**config.mk**
```make
export PLATFORM = sky130hd
export DESIGN_NAME = rab_ctrl
export DESIGN_NICKNAME = d
export VERILOG_FILES = /design/src/common/rab_pkg.sv /design/src/rab_ctrl.sv /design/src/rab_sync2.sv /design/src/rab_tick_div.sv
export SDC_FILE = /design/constraint.sdc
export NUM_CORES = 1
export LEC_CHECK = 0
export ABC_AREA = 1
export BUFFER_PORTS_ARGS = -buffer_cell sky130_fd_sc_hd__buf_4
export CORE_UTILIZATION = 50
export DETAILED_ROUTE_END_ITERATION = 8
export PLACE_DENSITY = 0.75
export SETUP_SLACK_MARGIN = 0.1
export SYNTH_ARGS = -nofsm -noshare
export SYNTH_HDL_FRONTEND = slang
export SYNTH_HIERARCHICAL = 1
export SYNTH_SLANG_ARGS = --single-unit
```
**constraint.sdc**
```tcl
create_clock -name pclk -period 1.9 [get_ports pclk]
set_clock_uncertainty 0.2 [all_clocks]
set_input_delay 0.19 -clock pclk [delete_from_list [all_inputs] [get_ports pclk]]
set_output_delay 0.19 -clock pclk [all_outputs]
set_load 0.05 [all_outputs]
```
**src/common/rab_pkg.sv**
```systemverilog
// Constants, register map and carrier types of the alarm, compensation and backup control block
// Function
// - Alarm flag rising with alarm enable set drives the interrupt pin low.
// - Alarm enable at 0 blocks alarm interrupt; clearing it releases the pin at once.
// - Alarm low level holds with no timeout until the alarm flag is cleared.
// - Timer and update sources still drive the pin while alarm enable is 0.
// - One pin is shared by timer, alarm, update; host reads flags to tell them apart.
// - Alarm field written 80h to FFh has bit 7 set and is not compared.
// - Hour alarm compares as 24-hour BCD, minute alarm as BCD.
// - Weekday mode: bits 0 to 6 are Sunday to Saturday, any set day matches.
// - Date mode: day alarm holds a BCD date, combined with hour and minute fields.
// - Interval select 00/01/10/11 gives 0.5 s, 2 s, 10 s, 30 s compensation period.
// - At power-up the interval select loads 01, the 2 s interval.
// - Compensation pauses while supply is below threshold and resumes when it rises.
// - Backup state keeps the switch open and samples the supply monitor every second.
// - Cold start begins in backup; first supply detection one second after power-up.
// - Supply monitor low-to-high moves the machine from backup to normal.
// - Normal state opens the switch every second for the selected off time and checks.
// - Supply drop seen in normal state moves the machine to backup.
// - Any alarm field with bit 7 set is left out; remaining fields are compared.
// - Week-or-date select 0 uses the weekday bitmap, 1 uses the BCD date.
// - Alarm flag holds 1 until software writes 0; writing 1 does nothing.
package rab_pkg;

	// Register indices; byte address is four times the index
	localparam logic [7:0] IDX_MIN_ALARM = 8'h08;
	localparam logic [7:0] IDX_HOUR_ALARM = 8'h09;
	localparam logic [7:0] IDX_DAY_ALARM = 8'h0A;
	localparam logic [7:0] IDX_EXTENSION = 8'h0D;
	localparam logic [7:0] IDX_FLAGS = 8'h0E;
	localparam logic [7:0] IDX_CONTROL = 8'h0F;
	localparam logic [7:0] IDX_BACKUP_FN = 8'h18;

	// Field positions
	localparam int unsigned ALARM_FIELD_DISABLE_BIT = 7;
	localparam int unsigned WEEK_OR_DATE_SELECT_BIT = 6;
	localparam int unsigned UPDATE_FLAG_BIT = 5;
	localparam int unsigned TIMER_FLAG_BIT = 4;
	localparam int unsigned ALARM_FLAG_BIT = 3;
	localparam int unsigned SUPPLY_DROP_FLAG_BIT = 0;
	localparam int unsigned COMP_INTERVAL_SEL_HI_BIT = 7;
	localparam int unsigned COMP_INTERVAL_SEL_LO_BIT = 6;
	localparam int unsigned UPDATE_IRQ_ENABLE_BIT = 5;
	localparam int unsigned TIMER_IRQ_ENABLE_BIT = 4;
	localparam int unsigned ALARM_IRQ_ENABLE_BIT = 3;
	localparam int unsigned ALARM_HOLD_BIT = 0;
	localparam int unsigned MONITOR_OFF_CFG_BIT = 3;
	localparam int unsigned SWITCH_OPEN_CFG_BIT = 2;
	localparam int unsigned OFF_TIME_SEL_HI_BIT = 1;
	localparam int unsigned OFF_TIME_SEL_LO_BIT = 0;

	// Reset values
	localparam logic [7:0] CONTROL_RESET = 8'h40;
	localparam logic [7:0] ALARM_RESET = 8'h00;
	localparam logic [7:0] BACKUP_FN_RESET = 8'h00;

	// Timing
	localparam int unsigned CLK_PERIOD_NS = 8;
	localparam int unsigned HALF_SEC_NS = 500_000_000;
	localparam int unsigned MS_NS = 1_000_000;
	localparam int unsigned HALF_SEC_CYCLES = HALF_SEC_NS / CLK_PERIOD_NS;
	localparam int unsigned MS_CYCLES = MS_NS / CLK_PERIOD_NS;
	// Compensation periods in half seconds: 0.5 s, 2.0 s, 10 s, 30 s
	localparam logic [6:0] COMP_HALVES_0 = 7'h01;
	localparam logic [6:0] COMP_HALVES_1 = 7'h04;
	localparam logic [6:0] COMP_HALVES_2 = 7'h14;
	localparam logic [6:0] COMP_HALVES_3 = 7'h3C;
	// Switch off windows in ms: 2, 16, 128, 256
	localparam logic [8:0] OFF_MS_0 = 9'h002;
	localparam logic [8:0] OFF_MS_1 = 9'h010;
	localparam logic [8:0] OFF_MS_2 = 9'h080;
	localparam logic [8:0] OFF_MS_3 = 9'h100;

	typedef enum logic [2:0] {
		PWR_BACKUP = 3'b001,
		PWR_NORMAL_ON = 3'b010,
		PWR_NORMAL_OFF = 3'b100
	} rab_pwr_e;

	// Current calendar values, BCD except the one-hot weekday
	typedef struct packed {
		logic [6:0] week;
		logic [5:0] date;
		logic [5:0] hour;
		logic [6:0] minute;
	} rab_time_s;

	typedef struct packed {
		logic [1:0] comp_interval_sel;
		logic update_irq_enable;
		logic timer_irq_enable;
		logic alarm_irq_enable;
		logic alarm_hold;
	} rab_ctrl_s;

endpackage

```
**src/rab_ctrl.sv**
```systemverilog
// Alarm match, shared interrupt pin, compensation pacing and backup switch control
`timescale 1ns/100ps
module rab_ctrl #(
	parameter int unsigned HALF_SEC_DIV = rab_pkg::HALF_SEC_CYCLES,
	parameter int unsigned MS_DIV = rab_pkg::MS_CYCLES
) (
	input wire logic pclk,
	input wire logic presetn,
	input wire logic psel,
	input wire logic penable,
	input wire logic pwrite,
	input wire logic [11:0] paddr,
	input wire logic [31:0] pwdata,
	input wire logic [3:0] pstrb,
	output logic [31:0] prdata,
	output logic pready,
	output logic pslverr,
	input wire rab_pkg::rab_time_s now,
	input wire logic minute_tick,
	input wire logic timer_event,
	input wire logic update_event,
	input wire logic main_supply_monitor,
	input wire logic supply_below_comp,
	output logic irq_n_o,
	output logic irq_n_oe,
	output logic switch_closed,
	output logic monitor_enable,
	output logic comp_start
);

	////////////////////////////////////////////////////////////////////////////
	// Registers and pin inputs

	logic [7:0] min_alarm;
	logic [7:0] hour_alarm;
	logic [7:0] day_alarm;
	logic week_or_date_select;
	rab_pkg::rab_ctrl_s ctrl;
	logic [3:0] backup_fn;
	logic alarm_flag;
	logic timer_flag;
	logic update_flag;
	logic supply_drop_flag;

	logic monitor_sync;
	logic below_comp_sync;
	logic half_tick;
	logic ms_tick;
	logic sec_phase;
	logic sec_tick;
	logic window_start;

	rab_pkg::rab_pwr_e pwr_state;

	rab_sync2 u_sync_monitor (
		.pclk(pclk),
		.presetn(presetn),
		.async_in(main_supply_monitor),
		.sync_out(monitor_sync)
	);

	rab_sync2 u_sync_below (
		.pclk(pclk),
		.presetn(presetn),
		.async_in(supply_below_comp),
		.sync_out(below_comp_sync)
	);

	rab_tick_div #(
		.DIV(HALF_SEC_DIV)
	) u_half_sec (
		.pclk(pclk),
		.presetn(presetn),
		.restart(1'b0),
		.tick(half_tick)
	);

	// Restarted at each off window so the window length is exact in ms
	rab_tick_div #(
		.DIV(MS_DIV)
	) u_ms (
		.pclk(pclk),
		.presetn(presetn),
		.restart(window_start),
		.tick(ms_tick)
	);

	////////////////////////////////////////////////////////////////////////////
	// APB slave: zero wait, read data captured in the setup cycle

	logic [7:0] reg_index;
	logic addr_hit;
	logic wr_en;
	logic wr_byte;
	logic [7:0] wdata;
	logic [7:0] next_rdata;

	assign reg_index = paddr[9:2];
	assign wdata = pwdata[7:0];
	assign wr_en = psel && penable && pwrite && addr_hit;
	assign wr_byte = wr_en && pstrb[0];
	assign pready = 1'b1;
	assign pslverr = psel && penable && !addr_hit;

	always_comb begin
		addr_hit = 1'b0;
		if (paddr[1:0] == 2'b00 && paddr[11:10] == 2'b00) begin
			unique case (reg_index)
				rab_pkg::IDX_MIN_ALARM,
				rab_pkg::IDX_HOUR_ALARM,
				rab_pkg::IDX_DAY_ALARM,
				rab_pkg::IDX_EXTENSION,
				rab_pkg::IDX_FLAGS,
				rab_pkg::IDX_CONTROL,
				rab_pkg::IDX_BACKUP_FN: addr_hit = 1'b1;
				default: addr_hit = 1'b0;
			endcase
		end
	end

	always_comb begin
		next_rdata = 8'h00;
		unique case (reg_index)
			rab_pkg::IDX_MIN_ALARM: next_rdata = min_alarm;
			rab_pkg::IDX_HOUR_ALARM: next_rdata = hour_alarm;
			rab_pkg::IDX_DAY_ALARM: next_rdata = day_alarm;
			rab_pkg::IDX_EXTENSION: next_rdata[rab_pkg::WEEK_OR_DATE_SELECT_BIT] = week_or_date_select;
			rab_pkg::IDX_FLAGS: begin
				next_rdata[rab_pkg::UPDATE_FLAG_BIT] = update_flag;
				next_rdata[rab_pkg::TIMER_FLAG_BIT] = timer_flag;
				next_rdata[rab_pkg::ALARM_FLAG_BIT] = alarm_flag;
				next_rdata[rab_pkg::SUPPLY_DROP_FLAG_BIT] = supply_drop_flag;
			end
			rab_pkg::IDX_CONTROL: next_rdata = {ctrl.comp_interval_sel, ctrl.update_irq_enable,
				ctrl.timer_irq_enable, ctrl.alarm_irq_enable, 2'b00, ctrl.alarm_hold};
			rab_pkg::IDX_BACKUP_FN: next_rdata = {4'h0, backup_fn};
			default: next_rdata = 8'h00;
		endcase
		if (!addr_hit) begin
			next_rdata = 8'h00;
		end
	end

	always_ff @(posedge pclk or negedge presetn) begin
		if (!presetn) begin
			prdata <= 32'h0000_0000;
		end else if (psel && !penable && !pwrite) begin
			prdata <= {24'h00_0000, next_rdata};
		end
	end

	////////////////////////////////////////////////////////////////////////////
	// Configuration registers

	always_ff @(posedge pclk or negedge presetn) begin
		if (!presetn) begin
			min_alarm <= rab_pkg::ALARM_RESET;
			hour_alarm <= rab_pkg::ALARM_RESET;
			day_alarm <= rab_pkg::ALARM_RESET;
			week_or_date_select <= 1'b0;
		end else if (wr_byte) begin
			if (reg_index == rab_pkg::IDX_MIN_ALARM) begin
				min_alarm <= wdata;
			end
			if (reg_index == rab_pkg::IDX_HOUR_ALARM) begin
				hour_alarm <= wdata;
			end
			if (reg_index == rab_pkg::IDX_DAY_ALARM) begin
				day_alarm <= wdata;
			end
			if (reg_index == rab_pkg::IDX_EXTENSION) begin
				week_or_date_select <= wdata[rab_pkg::WEEK_OR_DATE_SELECT_BIT];
			end
		end
	end

	always_ff @(posedge pclk or negedge presetn) begin
		if (!presetn) begin
			ctrl <= rab_pkg::rab_ctrl_s'(rab_pkg::CONTROL_RESET[7:3] << 1);
			backup_fn <= rab_pkg::BACKUP_FN_RESET[3:0];
		end else if (wr_byte) begin
			if (reg_index == rab_pkg::IDX_CONTROL) begin
				ctrl.comp_interval_sel <= {wdata[rab_pkg::COMP_INTERVAL_SEL_HI_BIT],
					wdata[rab_pkg::COMP_INTERVAL_SEL_LO_BIT]};
				ctrl.update_irq_enable <= wdata[rab_pkg::UPDATE_IRQ_ENABLE_BIT];
				ctrl.timer_irq_enable <= wdata[rab_pkg::TIMER_IRQ_ENABLE_BIT];
				ctrl.alarm_irq_enable <= wdata[rab_pkg::ALARM_IRQ_ENABLE_BIT];
				ctrl.alarm_hold <= wdata[rab_pkg::ALARM_HOLD_BIT];
			end
			if (reg_index == rab_pkg::IDX_BACKUP_FN) begin
				backup_fn <= wdata[3:0];
			end
		end
	end

	////////////////////////////////////////////////////////////////////////////
	// Alarm comparison, once per minute advance

	logic min_match;
	logic hour_match;
	logic day_match;
	logic alarm_event;
	logic flag_clear_wr;

	assign min_match = min_alarm[rab_pkg::ALARM_FIELD_DISABLE_BIT]
		|| (min_alarm[6:0] == now.minute);
	assign hour_match = hour_alarm[rab_pkg::ALARM_FIELD_DISABLE_BIT]
		|| (hour_alarm[5:0] == now.hour);

	always_comb begin
		if (day_alarm[rab_pkg::ALARM_FIELD_DISABLE_BIT]) begin
			day_match = 1'b1;
		end else if (week_or_date_select) begin
			day_match = (day_alarm[5:0] == now.date);
		end else begin
			day_match = |(day_alarm[6:0] & now.week);
		end
	end

	// Only the minute advance starts a compare, so setting the current time waits for the next minute advance
	assign alarm_event = minute_tick && min_match && hour_match && day_match
		&& !ctrl.alarm_hold;
	assign flag_clear_wr = wr_byte && (reg_index == rab_pkg::IDX_FLAGS);

	////////////////////////////////////////////////////////////////////////////
	// Event flags: set wins over a write of 0, a write of 1 is ignored

	always_ff @(posedge pclk or negedge presetn) begin
		if (!presetn) begin
			alarm_flag <= 1'b0;
		end else if (alarm_event) begin
			alarm_flag <= 1'b1;
		end else if (flag_clear_wr && !wdata[rab_pkg::ALARM_FLAG_BIT]) begin
			alarm_flag <= 1'b0;
		end
	end

	always_ff @(posedge pclk or negedge presetn) begin
		if (!presetn) begin
			timer_flag <= 1'b0;
		end else if (timer_event) begin
			timer_flag <= 1'b1;
		end else if (flag_clear_wr && !wdata[rab_pkg::TIMER_FLAG_BIT]) begin
			timer_flag <= 1'b0;
		end
	end

	always_ff @(posedge pclk or negedge presetn) begin
		if (!presetn) begin
			update_flag <= 1'b0;
		end else if (update_event) begin
			update_flag <= 1'b1;
		end else if (flag_clear_wr && !wdata[rab_pkg::UPDATE_FLAG_BIT]) begin
			update_flag <= 1'b0;
		end
	end

	always_ff @(posedge pclk or negedge presetn) begin
		if (!presetn) begin
			supply_drop_flag <= 1'b0;
		end else if (below_comp_sync) begin
			supply_drop_flag <= 1'b1;
		end else if (flag_clear_wr && !wdata[rab_pkg::SUPPLY_DROP_FLAG_BIT]) begin
			supply_drop_flag <= 1'b0;
		end
	end

	////////////////////////////////////////////////////////////////////////////
	// Shared open-drain interrupt pin; the pin is only ever pulled low

	assign irq_n_o = 1'b0;
	assign irq_n_oe = (alarm_flag && ctrl.alarm_irq_enable)
		|| (timer_flag && ctrl.timer_irq_enable)
		|| (update_flag && ctrl.update_irq_enable);

	////////////////////////////////////////////////////////////////////////////
	// One-second tick and temperature compensation pacing

	logic [6:0] comp_count;
	logic [6:0] comp_period;

	assign sec_tick = half_tick && sec_phase;

	always_ff @(posedge pclk or negedge presetn) begin
		if (!presetn) begin
			sec_phase <= 1'b0;
		end else if (half_tick) begin
			sec_phase <= !sec_phase;
		end
	end

	always_comb begin
		unique case (ctrl.comp_interval_sel)
			2'b00: comp_period = rab_pkg::COMP_HALVES_0;
			2'b01: comp_period = rab_pkg::COMP_HALVES_1;
			2'b10: comp_period = rab_pkg::COMP_HALVES_2;
			2'b11: comp_period = rab_pkg::COMP_HALVES_3;
		endcase
	end

	always_ff @(posedge pclk or negedge presetn) begin
		if (!presetn) begin
			comp_count <= 7'h00;
			comp_start <= 1'b0;
		end else begin
			comp_start <= 1'b0;
			if (below_comp_sync) begin
				comp_count <= 7'h00;
			end else if (half_tick) begin
				if (comp_count >= comp_period - 7'h01) begin
					comp_count <= 7'h00;
					comp_start <= 1'b1;
				end else begin
					comp_count <= comp_count + 7'h01;
				end
			end
		end
	end

	////////////////////////////////////////////////////////////////////////////
	// Backup switch state machine

	logic monitor_off_cfg;
	logic switch_open_cfg;
	logic [8:0] off_ms;
	logic [8:0] off_count;
	logic monitor_prev;
	rab_pkg::rab_pwr_e next_pwr_state;

	assign monitor_off_cfg = backup_fn[rab_pkg::MONITOR_OFF_CFG_BIT];
	assign switch_open_cfg = backup_fn[rab_pkg::SWITCH_OPEN_CFG_BIT];
	assign window_start = (pwr_state == rab_pkg::PWR_NORMAL_ON) && sec_tick && !monitor_off_cfg;

	always_comb begin
		unique case ({backup_fn[rab_pkg::OFF_TIME_SEL_HI_BIT], backup_fn[rab_pkg::OFF_TIME_SEL_LO_BIT]})
			2'b00: off_ms = rab_pkg::OFF_MS_0;
			2'b01: off_ms = rab_pkg::OFF_MS_1;
			2'b10: off_ms = rab_pkg::OFF_MS_2;
			2'b11: off_ms = rab_pkg::OFF_MS_3;
		endcase
	end

	always_comb begin
		next_pwr_state = pwr_state;
		unique case (pwr_state)
			rab_pkg::PWR_BACKUP: begin
				if (sec_tick && !monitor_off_cfg && !monitor_prev && monitor_sync) begin
					next_pwr_state = rab_pkg::PWR_NORMAL_ON;
				end
			end
			rab_pkg::PWR_NORMAL_ON: begin
				if (window_start) begin
					next_pwr_state = rab_pkg::PWR_NORMAL_OFF;
				end
			end
			rab_pkg::PWR_NORMAL_OFF: begin
				if (ms_tick && off_count >= off_ms - 9'h001) begin
					next_pwr_state = monitor_sync ? rab_pkg::PWR_NORMAL_ON
						: rab_pkg::PWR_BACKUP;
				end
			end
			default: next_pwr_state = rab_pkg::PWR_BACKUP;
		endcase
	end

	always_ff @(posedge pclk or negedge presetn) begin
		if (!presetn) begin
			pwr_state <= rab_pkg::PWR_BACKUP;
		end else begin
			pwr_state <= next_pwr_state;
		end
	end

	// Last once-a-second sample taken in backup, for the rising detect
	always_ff @(posedge pclk or negedge presetn) begin
		if (!presetn) begin
			monitor_prev <= 1'b0;
		end else if (pwr_state != rab_pkg::PWR_BACKUP) begin
			monitor_prev <= 1'b1;
		end else if (sec_tick) begin
			monitor_prev <= monitor_sync;
		end
	end

	always_ff @(posedge pclk or negedge presetn) begin
		if (!presetn) begin
			off_count <= 9'h000;
		end else if (window_start) begin
			off_count <= 9'h000;
		end else if (pwr_state == rab_pkg::PWR_NORMAL_OFF && ms_tick) begin
			off_count <= off_count + 9'h001;
		end
	end

	always_ff @(posedge pclk or negedge presetn) begin
		if (!presetn) begin
			switch_closed <= 1'b0;
			monitor_enable <= 1'b0;
		end else if (monitor_off_cfg) begin
			switch_closed <= !switch_open_cfg;
			monitor_enable <= 1'b0;
		end else begin
			switch_closed <= (next_pwr_state == rab_pkg::PWR_NORMAL_ON);
			monitor_enable <= (next_pwr_state != rab_pkg::PWR_NORMAL_ON);
		end
	end

endmodule // rab_ctrl

```
**src/rab_sync2.sv**
```systemverilog
// Two-stage synchroniser for a level from outside the clock domain
`timescale 1ns/100ps
module rab_sync2 (
	input wire logic pclk,
	input wire logic presetn,
	input wire logic async_in,
	output logic sync_out
);
	logic stage1;

	always_ff @(posedge pclk or negedge presetn) begin
		if (!presetn) begin
			stage1 <= 1'b0;
			sync_out <= 1'b0;
		end else begin
			stage1 <= async_in;
			sync_out <= stage1;
		end
	end
endmodule // rab_sync2

```
**src/rab_tick_div.sv**
```systemverilog
// Free-running divider giving a one-cycle enable pulse every DIV cycles
`timescale 1ns/100ps
module rab_tick_div #(
	parameter int unsigned DIV = 2
) (
	input wire logic pclk,
	input wire logic presetn,
	input wire logic restart,
	output logic tick
);
	logic [31:0] count;

	always_ff @(posedge pclk or negedge presetn) begin
		if (!presetn) begin
			count <= 32'h0000_0000;
			tick <= 1'b0;
		end else if (restart) begin
			// The restart cycle counts as the first of the period
			count <= 32'h0000_0001;
			tick <= 1'b0;
		end else if (count >= DIV - 1) begin
			count <= 32'h0000_0000;
			tick <= 1'b1;
		end else begin
			count <= count + 32'h0000_0001;
			tick <= 1'b0;
		end
	end
endmodule // rab_tick_div

```
== Word level (Yosys, flattened, before mapping) ==
Cells that the tools add are included.

* Output and inout bits: 39
* Bits in registers: 141
* Input port bits: 84

* Bitwise operators: 1
* Eq/ne operators: 22
* Mux-type cells: 43
* Add/subtract/negate cells: 6
* Order comparisons: 4
* Reduce and logical (&&, ||, !) cells: 63

{| class="wikitable"
|+ Operators by type and width
! kind !! count
|-
| $mux 32 || 3
|-
| $add 32x1->32 const B || 2
|-
| $eq 8x4->1 const B || 6
|-
| $pmux 9 s4 || 1
|-
| $ge 32x17->1 const B || 1
|-
| $ge 32x26->1 const B || 1
|-
| $logic_and 1x1->1 || 28
|-
| $pmux 7 s4 || 1
|-
| $mux 1 || 22
|-
| $mux 7 || 3
|-
| $mux 9 || 2
|-
| $pmux 3 s6 || 1
|-
| $reduce_bool 2->1 || 7
|-
| $reduce_or 7->1 || 2
|-
| $eq 6x6->1 || 2
|-
| $logic_not 1->1 || 12
|-
| $reduce_and 2->1 || 6
|-
| $add 9x1->9 const B || 1
|-
| $ge 9x9->1 || 1
|-
| $mux 3 || 3
|-
| $pmux 3 s3 || 1
|-
| $sub 9x1->9 const B || 1
|-
| $eq 2x2->1 const B || 4
|-
| $eq 8x5->1 const B || 1
|-
| other kinds (19) || 27
|}

== Depth between registers and ports, before layout ==
Gate-level depths: netlist of the first run.

* Depth after elaboration: 10
* Depth in mapped cells: 10
* Gate-level depth less buffers: 10

== Modules after synthesis ==
Netlist of the first run, hierarchy kept.

{| class="wikitable"
|+ By module, submodules not included
! module !! cells each !! area each (um2) !! times used
|-
| rab_ctrl || 579 || 4,365.4 || 1
|-
| rab_tick_div at u_half_sec || 230 || 1,831.8 || 1
|-
| rab_tick_div at u_ms || 145 || 1,478.9 || 1
|-
| rab_sync2 || 2 || 50.0 || 2
|}

== Least setup slack after synthesis of the first run ==
Ideal clock, no wire load.

* Path type: input to output
* From: input paddr[4]
* To: output pslverr
* Cell stages on the path: 8
* Required time: 1.510 ns
* Buffers on the path: 0
* Path slack: 0.023 ns
* Arrival time: 1.487 ns
* Cell sequence: inv_1 nand2_2 nor2_4 nand2_2 nand4_2 nand2_1 inv_1 nor2_1

* Cells in the longest elaborated chain, start to end: 6

{| class="wikitable"
|+ Ends and longest elaborated chain
! what !! RTL line !! source
|-
| from (decl) || rab_ctrl.sv:12 || <nowiki>input wire logic [11:0] paddr,</nowiki>
|-
| $eq 8x4->1 / $eq 8x5->1 (equally long branches) || rab_ctrl.sv:108 || <nowiki>unique case (reg_index)</nowiki>
|-
| $reduce_or 7->1 (*) || rab_ctrl.sv:108 ||
|-
| $mux 1 (*) || rab_ctrl.sv:108 ||
|-
| $mux 1 (*) || rab_ctrl.sv:107 || <nowiki>if (paddr[1:0] == 2'b00 && paddr[11:10] == 2'b00) begin</nowiki>
|-
| $logic_not 1->1 (*) || - ||
|-
| $logic_and 1x1->1 (*) || rab_ctrl.sv:103 || <nowiki>assign pslverr = psel && penable && !addr_hit;</nowiki>
|-
| to (decl) || rab_ctrl.sv:17 || <nowiki>output logic pslverr,</nowiki>
|}

Mark *: on every way between the ends. The rest lies on a longest branch, timed or not.

== Final worst setup path of the first run ==
* From: register backup_fn[0]
* To: register switch_closed

* Cells in the longest elaborated chain, start to end: 9

{| class="wikitable"
|+ Ends and longest elaborated chain
! what !! RTL line !! source
|-
| from (decl) || rab_ctrl.sv:39 || <nowiki>logic [3:0] backup_fn;</nowiki>
|-
| from (signal assigned) || rab_ctrl.sv:180 || <nowiki>backup_fn <= rab_pkg::BACKUP_FN_RESET[3:0];</nowiki>
|-
| from (signal assigned) || rab_ctrl.sv:191 || <nowiki>backup_fn <= wdata[3:0];</nowiki>
|-
| $eq 2x2->1 (tied with other cells) || rab_ctrl.sv:335 || <nowiki>unique case ({backup_fn[rab_pkg::OFF_TIME_SEL_HI_BIT], backup_fn[rab_pkg::OFF_TIME_SEL_LO_BIT]})</nowiki>
|-
| $pmux 9 s4 (*) || rab_ctrl.sv:335 ||
|-
| $sub 9x1->9 (*) || rab_ctrl.sv:357 || <nowiki>if (ms_tick && off_count >= off_ms - 9'h001) begin</nowiki>
|-
| $ge 9x9->1 (*) || rab_ctrl.sv:357 ||
|-
| $logic_and 1x1->1 (*) || rab_ctrl.sv:357 ||
|-
| $mux 3 (*) || rab_ctrl.sv:357 ||
|-
| $pmux 3 s3 (*) || rab_ctrl.sv:345 || <nowiki>unique case (pwr_state)</nowiki>
|-
| net next_pwr_state[1] || rab_ctrl.sv:328 || <nowiki>rab_pkg::rab_pwr_e next_pwr_state;</nowiki>
|-
| $eq 3x2->1 (*) || rab_ctrl.sv:403 || <nowiki>switch_closed <= (next_pwr_state == rab_pkg::PWR_NORMAL_ON);</nowiki>
|-
| $mux 1 (*) || rab_ctrl.sv:399 || <nowiki>end else if (monitor_off_cfg) begin</nowiki>
|-
| to (signal assigned) || rab_ctrl.sv:400 || <nowiki>switch_closed <= !switch_open_cfg;</nowiki>
|-
| to (signal assigned) || rab_ctrl.sv:403 ||
|-
| to (decl) || rab_ctrl.sv:26 || <nowiki>output logic switch_closed,</nowiki>
|}

The timed path passes the listed nets; every way through them passes the cells marked *. The select of a mux whose other input is x is not followed.
A chain may end at the register's enable or synchronous reset.

==> flow_summary.ini, run 1 <==
[worst_setup_path]
max_stage_delay_ps = 430
r2r_slack_ps = -50
crit_slowest_cell = dfrtp_1
cp-end-kind = register
cp_data_arrival_time_ps = 2060
path_max_fanout = 3
start_kind = register
crit_required_ps = 2010
crit_chain = nor2_4 > ha_4 > a21oi_2 > o21ai_2 > nand2_2 > nand3_2 > nand3_2 > nand3_2 > nand2_1 > nand2_1
critical_path_class = register to register
cpMostUsedCell = nand3_2

[route]
drt_first_pass_iters = 8
top_layer = met4
routed-wl-met3_um = 1240
wl_met2_um = 9490
wire_per_inst_um = 14.7
drcViolationCount = 0
met1_length_um = 7890
drt_wl_total_um = 19200
vias = 6832
via_per_inst = 5.22
antenna_left = 0
drt_iter0_markers = 595

[synth]
synth_seq_cells = 141
synth_area_mm2 = 0.00778
synth_top_area_share_pct = 44.7
async_flop_share_pct = 100
postSynthCellCount = 958
ys_seq_area_share_pct = 45.4
yosys_warnings = 6
synth_ff_type = dfrtp_1
post_synth_num_cell_types = 44
synth_edf_count = 0
syn_area_per_cell_um2 = 8.12
synth_top_cell_by_area = dfrtp_1
ys_top_cells_by_area = dfrtp_1, nand2_1, inv_1, nor2_1, nand3_1

[clocking]
worstSkewPairLatency_ps = 420
clockRootBuffer = clkbuf_16
clock_sinks = 141
cts_htree_levels = 4
clk_pin_slew_ps = 60
tritoncts.num_buffers = 17
cts_tree = built
clock_path_buffers = 2

[floorplan]
initial_core_util_pct = 51.2
chipWidth_um = 127
die_h_um = 127
core_mm2 = 0.0152
dieArea_mm2 = 0.0161
pin_count = 123
std_cell_rows = 45

[sta]
slew_violations = 0
finalHoldViolCount = 0
rsz0062_at_grt = true
min_period_ps = 1950
period_share_pct = 103
hold_ws_ps = 4.56
slew_headroom_pct = 55.6
fmax_mhz = 512
final.setup.worst_slack_ps = -52.6
tightest_slew_ps = 663
setup_viol = 3

[finish]
instances_no_fill = 1310
antenna_cells = 0
area_growth_pct = 31.3
fin_area_mm2 = 0.0102
drive_gt1_share_pct = 26.5
postLayoutCoreUtil_pct = 67.1
n_fill_cell = 1163
fin_nets = 1211

[worst_hold_path]
worstHoldPathType = input port to async pin

[outcome]
status = finished with violations
violations = setup timing

[pwr]
vdd_drop_max_v = 0.000700
power.density_mw_per_mm2 = 729
p_leak_nw = 4.71

[grt]
grt_first_pass_wirelength_um = 28900
grt_antenna_before_repair = 0
overflow = 0
grt_max_degree = 53
grt_pass1_vias = 6207
grt.total_usage_pct = 23.0

[place]
port_buffers = 69
post_dp_cell_area_mm2 = 0.00866
dp_hpwl_um = 12400
place.gp.congestion = 0.910
dp_cells = 1249

[run]
maxCapViolCount = 0
-- what timing repair did --
item,4_1_cts,5_1_grt
hold buffers,14,0
setup buffers,1,11
pin swaps,0,37
hold endpoints to repair,182,0
gates cloned,1,2
setup endpoints to repair,27,55
gates resized for setup,15,127
-- where the power goes --
part | switching [mW] | internal, mW
Sequential | 0.0369 | 3.06
Clock | 1.26 | 2.57
Combinational | 0.337 | 0.178
-- worst max-delay path: cells and delay by family (launching register included) --
kind / cells / cell delay, ps
and+or+nand+nor: 7 / 740
DFF: 1 / 430
adders and majority gates: 1 / 250
AOI/OAI and AO/OA: 2 / 220
-- per-stage QoR --
stage	TNS (ps)	power [mW]	setup slack [ps]
floorplan	0	3.42	104
global placement	0	3.61	53.6
detailed placement	-3.29	3.61	-3.29
CTS	0	7.45	67.4
global route	-1610	7.69	-153
finish	-91.0	7.44	-52.6
-- sequential cells by signal, indices dropped and copies added (netlist names), 4 cells and up --
signal            count
min_alarm             8
day_alarm             8
u_ms/count           32
u_half_sec/count     32
hour_alarm            8
ctrl                  6
prdata                8
backup_fn             4
comp_count            7
off_count             9
-- placed cells by master (no fill, tap or decap), types with 6 or more instances in the layout --
cell type | Yosys | final
a21oi_1 | 20 | 18
buf_4 | 29 | 94
bufinv_16 | 0 | 6
clkbuf_16 | 0 | 19
conb_1 | 4 | 51
dfrtp_1 | 139 | 132
dfrtp_2 | 0 | 7
dlygate4sd3_1 | 0 | 14
ha_1 | 18 | 10
ha_4 | 0 | 7
inv_1 | 116 | 109
inv_2 | 5 | 10
nand2_1 | 223 | 210
nand2_2 | 9 | 18
nand3_1 | 51 | 42
nand3_2 | 2 | 11
nand4_1 | 22 | 22
nor2_1 | 114 | 84
nor2_2 | 19 | 20
nor2_4 | 18 | 47
nor3_1 | 10 | 8
o21ai_0 | 45 | 38
o21ai_1 | 10 | 12
o21bai_1 | 6 | 6
o22ai_1 | 17 | 15
xnor2_1 | 15 | 15
xor2_1 | 27 | 22
-- cells in the mapped netlist (all sizes together), types with 15 or more instances --
library cell,number
o21ai,55
o22ai,17
nor2,151
nand2,232
a21oi,20
xor2,27
dfrtp,139
xnor2,15
buf,35
nand4,23
ha,18
nand3,56
inv,121
-- area by class of cell --
type	instances	area [um^2]	share of cell area (%)
Clock buffer	22	474	4.65
Clock inverter	10	209	2.05
Inverter	121	459	4.50
Multi-Input combinational cell	707	4210	41.2
Sequential cell	141	3540	34.7
Tap cell	188	235	2.30
Timing Repair Buffer	121	1080	10.6
-- per-layer routing --
layer	track usage (%)	up-vias
met4	8.75	0
met5	0	-
met3	4.56	63
li1	-	3292
met2	37.8	308
met1	30.1	3169
-- cell families (layout without fill, tap and decap cells) --
logic type                 after synthesis  in the layout  share of synthesized area (%)
DFF                                    141            141                           45.4
buffers and inverters                  157            274                           9.51
AOI/OAI and AO/OA                      108            108                           7.77
muxes                                    1              1                          0.129
other                                    4             51                          0.193
and+or+nand+nor                        487            487                           29.4
xor gates and xnor gates                42             42                           4.73
adders and majority gates               18             18                           2.90
-- path summary, 6_finish.rpt --
check / start / end / cells after the start
worst max-delay path: backup_fn[0] / switch_closed / 10
worst min-delay path: presetn / prdata[6] / 2
worst max register to register: backup_fn[0] / switch_closed / 10
worst min register to register: u_sync_monitor/stage1 / u_sync_monitor/sync_out / 0
max in group asynchronous: presetn / u_half_sec/count[9] / 3
min in group pclk: paddr[2] / hour_alarm[1] / 4
No activity file was read; power rests on OpenSTA's default activity.
==> run 2, diff against run 1 <==
Settings changed: PLACE_DENSITY 0.75 to 0.77, SYNTH_HIERARCHICAL 1 to not set.
==> run 2 against run 1 <==
- die area decreased by 5.7%
- the run still ends with setup timing left
- highest routed layer unchanged
- synthesized cell count decreased by 7.1%
- flip-flop and latch count unchanged
- power decreased by 1.6%
- critical endpoint is now comp_count[3]
- cell area is 4.2% lower
- largest power group unchanged
==> flow_summary.ini, run 2 <==
[worst_setup_path]
critical_path_class = register to register
r2r-end = comp_count[3]
r2r_slack_ps = -30
start_kind = register
cp-end-kind = register
path_max_fanout = 6
cp_data_arrival_time_ps = 2040
crit_required_ps = 2010
r2r_cells = 8
timing.rr.start = ctrl[4]

[floorplan]
core_mm2 = 0.0141
std_cell_rows = 43
initial_core_util_pct = 52.0
die_h_um = 123
dieArea_mm2 = 0.0151
chipWidth_um = 123
pin_count = 123

[clocking]
clock_sinks = 141
worstSkewPairLatency_ps = 430
tritoncts.num_buffers = 17
clk_pin_slew_ps = 60
clock_path_buffers = 2
cts_htree_levels = 4
cts_tree = built
clockRootBuffer = clkbuf_16

[sta]
fmax_mhz = 519
final.setup.worst_slack_ps = -28.2
min_period_ps = 1930
setup_tns_ps = -105
period_share_pct = 101
setup_viol = 7
finalHoldViolCount = 0
rsz0062_at_grt = true
slew_violations = 0

[synth]
synth_edf_count = 0
synth_ff_type = dfrtp_1
synth_top_cell_by_area = dfrtp_1
syn_area_per_cell_um2 = 8.23
post_synth_num_cell_types = 46
synth_top_area_share_pct = 47.5
yosys_warnings = 0
synth.most_common_cell = nand2_1
synth_area_mm2 = 0.00733
postSynthCellCount = 890
ys_top_cells_by_area = dfrtp_1, nand2_1, nor2_1, inv_1, xor2_1
async_flop_share_pct = 100
synth_seq_cells = 141
ys_seq_area_share_pct = 48.2
synth.top_cells.by_count = nand2_1, dfrtp_1, nor2_1, inv_1, nand3_1

[finish]
area_growth_pct = 33.5
fin_nets = 1169
final_common_cell = nand2_1
layout_common_cells = nand2_1, dfrtp_1, buf_4
antenna_cells = 0
drive_gt1_share_pct = 26.4
postLayoutCoreUtil_pct = 69.4
top_regs = u_half_sec.count: 32 flops, u_ms.count: 32 flops, off_count: 9 flops

[worst_hold_path]
holdPathStages = 6
worstHoldPathType = input port to register
worstHoldStart = now[2]
min_to = alarm_flag

[pwr]
p_leak_nw = 4.61
pwr-share-comb_pct = 11.7
pwr-share-seq_pct = 43.4
internal_power_mw = 5.37
power.density_mw_per_mm2 = 749
swShare_pct = 26.7
switchingPower_mw = 1.96
vdd_drop_max_v = 0.000770
pwr-share-clk_pct = 45.0

[outcome]
status = finished with violations
violations = setup timing

[route]
drt_wl_total_um = 18800
drt_iter0_markers = 473
wire_per_inst_um = 14.9
antenna_left = 0
vias = 6548
drt_first_pass_iters = 5
via_per_inst = 5.19
drcViolationCount = 0

[place]
place.gp.congestion = 0.907
port_buffers = 69
dp_hpwl_um = 12600

[grt]
grt_first_pass_wirelength_um = 28600
overflow = 0
grt_max_degree = 61
grt.total_usage_pct = 25.1
grt_pass1_vias = 6127
grt_antenna_before_repair = 0

[run]
maxCapViolCount = 0
## run 2: cell count changes after synthesis, moves of 4 or more
cell	previous run	this run
nand2_1	223	213
o22ai_1	17	7
nand2_2	9	1
inv_1	116	94
nor4_1	1	6
nand3_1	51	41
o21bai_1	6	2
nor2_2	19	3
nor3_1	10	19
o21ai_0	45	30
nor2_4	18	2
nand4_1	22	26
o21ai_1	10	32
## run 2: power by group through the flow
stage / clock network, mW / registers, mW / logic [mW]
5_1_grt: 3.49 / 3.19 / 0.929
3_3_place_gp: 0 / 3.21 / 0.703
6_report: 3.29 / 3.18 / 0.853
4_1_cts: 3.34 / 3.17 / 0.762
2_1_floorplan: 0 / 3.25 / 0.421
3_5_place_dp: 0 / 3.22 / 0.717
## run 2: worst max path at each step
| stage | startpoint | slack [ps] | end |
|---|---|---|---|
| after floorplan | paddr[7] | 80 | pslverr |
| after global placement | paddr[9] | -60 | ctrl[1] |
| after detailed placement | paddr[9] | -70 | ctrl[1] |
| after CTS | ctrl[4] | 10 | comp_count[2] |
| after global routing | backup_fn[0] | -150 | switch_closed |
| final | ctrl[4] | -30 | comp_count[3] |
## run 2: stage by stage
stage | area [um^2] | setup slack (ps) | power (mW) | instances | hold WS, ps
6_report | 9780 | -28.2 | 7.32 | 1262 | 6.83
5_1_grt | 9780 | -153 | 7.61 | 1262 | 27.9
4_1_cts | 9260 | 13.3 | 7.27 | 1253 | 4.98
3_5_place_dp | 8390 | -71.4 | 3.93 | 1198 | -77.6
3_3_place_gp | 8390 | -57.9 | 3.91 | 1198 | -83.2
2_1_floorplan | 7510 | 78.2 | 3.68 | 937 | -306
## run 2: layer usage
layer / global-route usage [%] / share of wire (%)
met1: 31.9 / 42
met2: 41.6 / 50
met3: 7.06 / 5.7
met4: 7.98 / 1.9
met5: 0 / 0
## run 2: layout make-up
type	instances	area, um^2
clock buffer	18	429
clock inverter	14	158
fill	1079	4310
inverter	98	377
multi-input combinational	661	3820
sequential	141	3530
tap	180	225
timing repair buffer	150	1240
## run 2: worst max-delay path, cell delays in order (launching register included)
cell,delay [ps]
dfstp_2,600
nor2_4,70
ha_4,270
nand2_2,50
o21ai_2,140
nand4_1,130
nand4_1,130
buf_6,140
o22ai_2,70
## run 2: cells by family after synthesis
kind of cell | synth area share [%]
AOI/OAI and AO/OA | 8.64
xor gates and xnor gates | 4.78
adders and majority gates | 2.73
buffers and inverters | 8.79
and+or+nand+nor | 26.8
other | 0.102
DFF | 48.2
## run 2: timing repair
item	4_1_cts	5_1_grt
pin swaps	18	38
endpoints found under the hold margin	179	0
endpoints found under the setup margin	33	66
buffers inserted	8	10
gates resized for setup	27	109
hold buffers	15	0
